<file path="src/core/halt_pkg.sv">
// shared constants and types for the standby controller
package halt_pkg;
  // register byte addresses
  localparam logic [3:0] ADDR_CTRL = 4'h0;
  localparam logic [3:0] ADDR_STATUS = 4'h4;
  localparam logic [3:0] ADDR_IRQ_LEVEL = 4'h8;
  // control field positions
  localparam int CTRL_HALT_MODE_LSB = 0;
  localparam int CTRL_WARMUP_LEN = 2;
  localparam int CTRL_QUICK_WARMUP = 3;
  localparam int CTRL_RELEASE_CLOCK = 4;
  localparam int CTRL_FAST_OSC = 5;
  localparam int CTRL_SLOW_OSC = 6;
  localparam int CTRL_STOP_DRIVE = 7;
  localparam int CTRL_CLOCK_PIN_OE = 8;
  localparam int CTRL_PRESCALER_RUN = 9;
  localparam logic [9:0] CTRL_RESET = 10'h300;
  // halt mode encodings
  localparam logic [1:0] MODE_RUN = 2'h0;
  localparam logic [1:0] MODE_STOP = 2'h1;
  localparam logic [1:0] MODE_IDLE_OSC = 2'h2;
  localparam logic [1:0] MODE_IDLE_IO = 2'h3;
  localparam logic [2:0] LEVEL_NMI = 3'h7;
  localparam logic [2:0] MASK_RESET = 3'h7;
  // warm-up lengths in cycles of the post-stop clock
  localparam int WARMUP_SHORT_LOG2 = 14;
  localparam int WARMUP_LONG_LOG2 = 16;
  localparam int WARMUP_QUICK_LOG2 = 4;
  localparam logic [16:0] WARMUP_SHORT =
    17'(1) << WARMUP_SHORT_LOG2;
  localparam logic [16:0] WARMUP_LONG =
    17'(1) << WARMUP_LONG_LOG2;
  localparam logic [16:0] WARMUP_QUICK =
    17'(1) << WARMUP_QUICK_LOG2;

  typedef enum logic [2:0] {
    ST_ACTIVE, ST_HALT_RUN, ST_HALT_IO, ST_HALT_OSC, ST_HALT_STOP,
    ST_WARMUP, ST_RELEASE
  } halt_state_t;

  typedef struct packed {
    logic nmi;
    logic ext_irq_zero;
    logic watchdog_irq;
    logic conversion_done_irq;
    logic other_irq;
    logic [2:0] level;
  } irq_req_t;

  typedef struct packed {
    logic wake;
    logic service;
  } wake_out_t;
endpackage

</file>
<file path="src/core/halt_standby_release_control.sv">
// standby controller: halt modes, wake-up, warm-up and stop pin state
// How it works
// halt instruction enters mode from halt_mode_select: 00/11/10/01
// maskable request below mask level never wakes; nmi always wakes
// ext_irq_zero below mask wakes without service; flag stays set
// enabled interrupt that wakes is serviced right after wake-up
// resume-only release continues after halt without service
// stop mode released by interrupt waits for the warm-up
// nonmaskable sources carry level 7, never masked
// level ext_irq_zero must stay high until service starts
// reset wakes; ram kept, every setting returns to reset value
// run halt keeps system clock, stops only the core
// run halt samples requests on falling clock output edge
// idle-io clocks chosen peripherals; no watchdog/conversion wake
// software disables watchdog before idle-io halt
// idle-osc stops system clock; clock pin held high if enabled
// idle-osc detects requests unclocked, restarts synchronously
// idle-osc and stop end only by nmi, ext_irq_zero or reset
// software clears prescaler_run before idle-osc halt
// stop halts oscillator; clock out resumes after warm-up count
// warm-up 2^14 cycles, or 2^16 with warmup_length_select set
// quick_warmup_select shortens warm-up for stable clocks
// after stop run from clock picked by release_clock_select
// software uses same clock mode before and after stop
// stop outputs go high-z unless stop_pin_drive_enable is one
// pull-ups from port data, or function data when active
// warm-up counter starts at wake, done releases the core
//
// The Avalon-MM slave port and the address map were left to the implementer.
`timescale 1ns/1ps
module halt_standby_release_control
  import halt_pkg::*;
(
  input wire logic clk_sys,
  input wire logic rstn,
  // avalon-mm slave
  input wire logic [3:0] address,
  input wire logic read,
  input wire logic write,
  input wire logic [31:0] writedata,
  output logic [31:0] readdata,
  output logic waitrequest,
  // core side
  input wire logic halt_exec,
  input wire logic [2:0] interrupt_mask_level,
  input wire logic ext_irq_zero_flag_set,
  output wake_out_t wake,
  output logic core_stalled,
  output logic ext_irq_zero_flag,
  // interrupt controller side
  input wire irq_req_t irq,
  // clock generator side
  input wire logic clock_out_ref,
  output logic sys_clock_enable,
  output logic osc_enable,
  output logic peripheral_clock_enable,
  output logic release_clock_select,
  output logic release_fast_osc_enable,
  output logic release_slow_osc_enable,
  output logic prescaler_run,
  output logic clock_pin_forced_high,
  // pins
  input wire logic [7:0] port_data,
  input wire logic [7:0] port_out_enable,
  input wire logic [7:0] func_active,
  input wire logic [7:0] func_data,
  output logic [7:0] pin_out_enable,
  output logic [7:0] pull_up_enable
);

  logic [9:0] ctrl;
  halt_state_t state, next_state;
  logic [16:0] warm_cnt;
  logic clk_out_q;
  logic clk_fall;
  logic wake_seen;
  logic wake_service;
  logic enabled_wake, ext_zero_resume, async_wake;
  logic [1:0] mode;
  logic access_pending;

  assign mode = ctrl[CTRL_HALT_MODE_LSB +: 2];

  // priority test: a level at or above the mask passes; nmi bypasses it and always wakes
  function automatic logic level_ok(input logic [2:0] lvl,
                                    input logic [2:0] mask);
    level_ok = lvl >= mask;
  endfunction

  // nmi fixed top
  // mask gate
  assign enabled_wake = irq.nmi ||
    (level_ok(irq.level, interrupt_mask_level) &&
     (irq.ext_irq_zero || irq.watchdog_irq ||
      irq.conversion_done_irq || irq.other_irq));
  // resume-only wake
  assign ext_zero_resume = irq.ext_irq_zero &&
    !level_ok(irq.level, interrupt_mask_level);
  // only external pins
  // raw requests, no clock gating on this path
  assign async_wake = irq.nmi || irq.ext_irq_zero;

  // clock output falling edge
  always_ff @(posedge clk_sys or negedge rstn) begin
    if (!rstn) begin
      // matches the pin's idle high level, so no edge is seen out of reset
      clk_out_q <= 1'b1;
    end else begin
      clk_out_q <= clock_out_ref;
    end
  end
  assign clk_fall = clk_out_q && !clock_out_ref;

  // avalon slave: one wait state, then answer
  always_ff @(posedge clk_sys or negedge rstn) begin
    if (!rstn) begin
      access_pending <= 1'b0;
    end else begin
      access_pending <= (read || write) && !access_pending;
    end
  end
  assign waitrequest = (read || write) && !access_pending;

  // reset restores every setting
  always_ff @(posedge clk_sys or negedge rstn) begin
    if (!rstn) begin
      ctrl <= CTRL_RESET;
    end else if (write && access_pending && address == ADDR_CTRL) begin
      ctrl <= writedata[9:0];
    end
  end

  always_ff @(posedge clk_sys or negedge rstn) begin
    if (!rstn) begin
      readdata <= 32'h0;
    end else if (read && !access_pending) begin
      case (address)
        ADDR_CTRL: readdata <= {22'h0, ctrl};
        ADDR_STATUS: readdata <= {24'h0, ext_irq_zero_flag,
                                  wake_service, warm_cnt == 17'h0,
                                  core_stalled, 1'b0, state};
        ADDR_IRQ_LEVEL: readdata <= {29'h0, interrupt_mask_level};
        default: readdata <= 32'h0;
      endcase
    end
  end

  // wake decision per mode
  always_comb begin
    next_state = state;
    case (state)
      ST_ACTIVE: begin
        // mode select
        if (halt_exec) begin
          case (mode)
            MODE_RUN: next_state = ST_HALT_RUN;
            MODE_IDLE_IO: next_state = ST_HALT_IO;
            MODE_IDLE_OSC: next_state = ST_HALT_OSC;
            MODE_STOP: next_state = ST_HALT_STOP;
            default: next_state = ST_HALT_RUN;
          endcase
        end
      end
      ST_HALT_RUN: begin
        // sample on fall
        if (clk_fall && (enabled_wake || ext_zero_resume)) begin
          next_state = ST_RELEASE;
        end
      end
      ST_HALT_IO: begin
        // watchdog and conversion excluded
        if ((irq.nmi || ext_zero_resume ||
             (level_ok(irq.level, interrupt_mask_level) &&
              (irq.ext_irq_zero || irq.other_irq)))) begin
          next_state = ST_RELEASE;
        end
      end
      ST_HALT_OSC: begin
        if (async_wake) begin
          next_state = ST_RELEASE;
        end
      end
      ST_HALT_STOP: begin
        // warm-up first
        if (async_wake) begin
          next_state = ST_WARMUP;
        end
      end
      ST_WARMUP: begin
        // done releases
        if (warm_cnt == 17'h1) begin
          next_state = ST_RELEASE;
        end
      end
      ST_RELEASE: next_state = ST_ACTIVE;
      default: next_state = ST_ACTIVE;
    endcase
  end

  always_ff @(posedge clk_sys or negedge rstn) begin
    if (!rstn) begin
      state <= ST_ACTIVE;
    end else begin
      state <= next_state;
    end
  end

  // captured at the wake edge; later mask moves don't change it
  always_ff @(posedge clk_sys or negedge rstn) begin
    if (!rstn) begin
      wake_seen <= 1'b0;
      wake_service <= 1'b0;
    end else if (state != ST_ACTIVE && state != ST_WARMUP &&
                 state != ST_RELEASE && next_state != state) begin
      wake_seen <= 1'b1;
      // service enabled
      // resume only
      wake_service <= enabled_wake;
    end else if (state == ST_RELEASE) begin
      wake_seen <= 1'b0;
    end
  end

  // length select
  // quick warm-up
  // counter starts at wake
  always_ff @(posedge clk_sys or negedge rstn) begin
    if (!rstn) begin
      warm_cnt <= 17'h0;
    end else if (state == ST_HALT_STOP && async_wake) begin
      if (ctrl[CTRL_QUICK_WARMUP]) begin
        warm_cnt <= WARMUP_QUICK;
      end else if (ctrl[CTRL_WARMUP_LEN]) begin
        warm_cnt <= WARMUP_LONG;
      end else begin
        warm_cnt <= WARMUP_SHORT;
      end
    end else if (warm_cnt != 17'h0) begin
      warm_cnt <= warm_cnt - 17'h1;
    end
  end

  // flag held at one
  // set wins over clear
  always_ff @(posedge clk_sys or negedge rstn) begin
    if (!rstn) begin
      ext_irq_zero_flag <= 1'b0;
    end else if (ext_irq_zero_flag_set || irq.ext_irq_zero) begin
      ext_irq_zero_flag <= 1'b1;
    end else if (state == ST_RELEASE && wake_service) begin
      ext_irq_zero_flag <= 1'b0;
    end
  end

  assign wake.wake = state == ST_RELEASE && wake_seen;
  assign wake.service = state == ST_RELEASE && wake_service;
  // core only
  assign core_stalled = state != ST_ACTIVE && state != ST_RELEASE;
  // system clock off
  // held until warm-up done
  // idle-io feeds peripherals only
  assign sys_clock_enable = state == ST_ACTIVE ||
    state == ST_HALT_RUN || state == ST_RELEASE;
  assign osc_enable = state != ST_HALT_STOP;
  assign peripheral_clock_enable = state != ST_HALT_OSC &&
    state != ST_HALT_STOP && state != ST_WARMUP;
  // clock pin high
  assign clock_pin_forced_high = state == ST_HALT_OSC &&
    ctrl[CTRL_CLOCK_PIN_OE];
  // release clock choice
  assign release_clock_select = ctrl[CTRL_RELEASE_CLOCK];
  assign release_fast_osc_enable = ctrl[CTRL_FAST_OSC];
  assign release_slow_osc_enable = ctrl[CTRL_SLOW_OSC];
  assign prescaler_run = ctrl[CTRL_PRESCALER_RUN];

  // stop pin drive
  assign pin_out_enable = (state == ST_HALT_STOP &&
    !ctrl[CTRL_STOP_DRIVE]) ? 8'h00 : port_out_enable;
  // pull-up source
  assign pull_up_enable = (func_active & func_data) |
    (~func_active & port_data);
endmodule

</file>
<file path="config.mk">
export PLATFORM = sky130hd
export DESIGN_NAME = halt_standby_release_control
export DESIGN_NICKNAME = d
export VERILOG_FILES = /design/src/core/halt_pkg.sv /design/src/core/halt_standby_release_control.sv
export SDC_FILE = /design/constraint.sdc
export NUM_CORES = 1
export LEC_CHECK = 0
export ABC_AREA = 1
export BUFFER_PORTS_ARGS = -buffer_cell sky130_fd_sc_hd__buf_2
export CAP_MARGIN = 20
export CORE_ASPECT_RATIO = 1.25
export CORE_MARGIN = 4
export CORE_UTILIZATION = 42
export DETAILED_ROUTE_END_ITERATION = 10
export PLACE_DENSITY = 0.9
export SETUP_SLACK_MARGIN = 0.05
export SYNTH_ARGS = -nofsm -noshare
export SYNTH_HDL_FRONTEND = slang
export SYNTH_SLANG_ARGS = --single-unit
</file>
<file path="constraint.sdc">
create_clock -name clk_sys -period 1.68 [get_ports clk_sys]
set_clock_uncertainty 0.2 [all_clocks]
set_input_delay 0.336 -clock clk_sys [delete_from_list [all_inputs] [get_ports clk_sys]]
set_output_delay 0.336 -clock clk_sys [all_outputs]
set_load 0.01 [all_outputs]
</file>
==> flow_summary.ini <==
[outcome]
status = complete, but fails checks
failed_checks = setup timing

[power]
p_leak_nw = 2.44
vdd_drop_max_mv = 0.785
power.density_nw_per_um2 = 1550

[hold_path]
hold_class = in2reg
holdPathStages = 3

[critical_path]
arrival_ns = 1.48
crit_type = reg2out
worstSetupStartpointType = register
rr_worst_depth = 13
cp.required_ns = 1.14
worst_setup_path_end_kind = output pin
crit_fanout = 8

[yosys]
synth_edf_count = 0
yosysTopAreaCellShare = 0.365
synth_top_cell_by_area = dfrtp_1
yosysWarnings = 0
synthTopCellsByCount = nand2_1, inv_1, dfrtp_1, nor2_1, a21oi_1
synthArstFlopShare = 1.00
synth_area_um2 = 2880
yosysMostFrequentCell = nand2_1
synth_cell_type_count = 33
ys_ff_latch = 45
avgSynthCellArea_um2 = 7.84
yosys-top-cells-area = dfrtp_1, nand2_1, inv_1
synth_cells = 367
synth_top_flop_cell = dfrtp_1
seq_area_frac_synth = 0.393

[global_route]
grt_pass1_wl_mm = 14.7
antenna_found_initial = 0
gr-total-overflow = 0
globalRouteTotalUtil = 0.230
grt_pass1_vias = 3258
grt_max_degree = 46

[place]
post-place-cells = 608
gp_congestion = 0.909
pre_cts_ws_ns = -0.201
port_buffers = 102
dpl.hpwl_mm = 6.67
place_area_um2 = 3900

[floorplanning]
io_pins = 147
start_util = 0.436
rows = 33
fp.dieH_um = 101
die_x_um = 82.0
core_um2 = 6610
dieArea_um2 = 8250

[routing]
drt_iter0_markers = 245
first_pass_iters = 5
ant_nets = 0
drc_errors = 0
via_per_inst = 5.19
num_vias = 3306
wl_per_cell_um = 17.0
drt-total-wl_mm = 10.8

[timing]
setup_viol = 35
fin_crit_ns = 2.02
fmax_mhz = 496
rsz0062_at_grt = yes
finalCritPeriodShare = 1.20
fin_ws_ns = -0.337
hold_viol_final = 0
slew_viol_final = 0
tns_ns = -6.97

[run]
maxCapViolCount = 0

[finish]
fin_nets = 641
drive_above_1_share = 0.571
num_antenna_cells = 0
design_area_um2 = 4530
fill_cells = 430
final_cells = 637
area_growth_syn_to_layout_pct = 57.3

[clock_network]
clk-insertion-delay-late_ns = 0.32
tritoncts = yes
clockRootBuffer = clkbuf_8
cts.path.max_buffers = 2
clk_pin_slew_ns = 0.10
htreeDepth = 2
numClockSinks = 45
numCtsBuffers = 5
stage by stage:
step | util | hold slack (ns) | power, W
finish | 0.685 | 0.0206 | 0.00701
global placement | 0.590 | 0.145 | 0.00457
detailed placement | 0.590 | 0.132 | 0.00474
floorplan | - | -0.160 | 0.00337
global route | 0.685 | 0.0426 | 0.00733
CTS | 0.643 | 0.0278 | 0.00601
worst max-delay path: stages, from the launching register on:
cell	delay [ns]
dfrtp_1	0.44
inv_2	0.10
nand2_4	0.06
nor2_4	0.15
nand2_4	0.12
nand2_1	0.11
inv_1	0.05
buf_2	0.13
what timing repair did:
action | CTS | global route
setup buffers | 12 | 8
cloned | 0 | 0
endpoints found under the hold margin | 43 | 0
resized for setup | 52 | 58
endpoints found under the setup margin | 35 | 38
hold buffers | 2 | 0
pin swaps | 14 | 24
flip-flops by register name, summed over array words and instances, names as in the netlist:
signal / flops
warm_cnt: 17
ctrl: 10
readdata: 10
state: 3
access_pending: 1
clk_out_q: 1
ext_irq_zero_flag: 1
wake_seen: 1
wake_service: 1
where the power goes:
group          switching, W  internal [W]  total (W)  leakage, nW
Clock              0.000455      0.000315   0.000770       0.0511
Sequential         0.000262       0.00139    0.00165        0.559
Combinational       0.00256       0.00202    0.00459         1.83
Total               0.00328       0.00373    0.00701         2.44
path summary, 6_finish.rpt:
check / from / to / slack [ns]
setup / recovery: state[0] / pin_out_enable[5] / -0.34
hold reg to reg: readdata[9] / readdata[9] / 0.29
setup reg to reg: warm_cnt[4] / wake_service / -0.24
min in group asynchronous: rstn / state[1] / 0.32
hold / removal: ext_irq_zero_flag_set / ext_irq_zero_flag / 0.02
max in group asynchronous: rstn / ctrl[8] / 0.69
layout make-up:
class	instances	area (um2)	share of cell area
Multi-Input combinational cell	256	1760	0.388
Timing Repair Buffer	179	1180	0.260
Sequential cell	45	1130	0.250
Inverter	62	255	0.0564
Tap cell	87	109	0.0241
Clock buffer	5	68.8	0.0152
Clock inverter	3	28.8	0.00636
logic make-up (layout without fill, tap and decap cells):
kind of cell | Yosys count | in the layout | share of synthesized area
other | 1 | 22 | 0.00130
AO/OA/AOI/OAI | 54 | 54 | 0.100
AND/OR/NAND/NOR | 159 | 159 | 0.279
buffers and inverters | 87 | 249 | 0.144
XOR/XNOR | 2 | 2 | 0.00609
flip-flops | 45 | 45 | 0.393
adder cells (fa/ha/maj) | 6 | 6 | 0.0261
multiplexers | 13 | 13 | 0.0509
routing by layer:
layer | up-vias | global-route usage | share of wire
met4 | 0 | 0.136 | 0.039
li1 | 1485 | - | -
met2 | 205 | 0.418 | 0.54
met1 | 1577 | 0.240 | 0.35
met5 | - | 0 | 0
met3 | 39 | 0.0438 | 0.071
cell usage in the layout, fill, tap and decap left out, types with 11 or more instances in the layout:
cell type  count
nand2_2       15
dfrtp_1       41
nor2_1        25
inv_2         12
nor2_4        12
buf_2         98
buf_4         62
buf_6         16
nand2_1       53
conb_1        22
mux2_2        13
a21oi_2       11
a21oi_1       14
inv_1         41
Power figures use the tool's default switching activity.
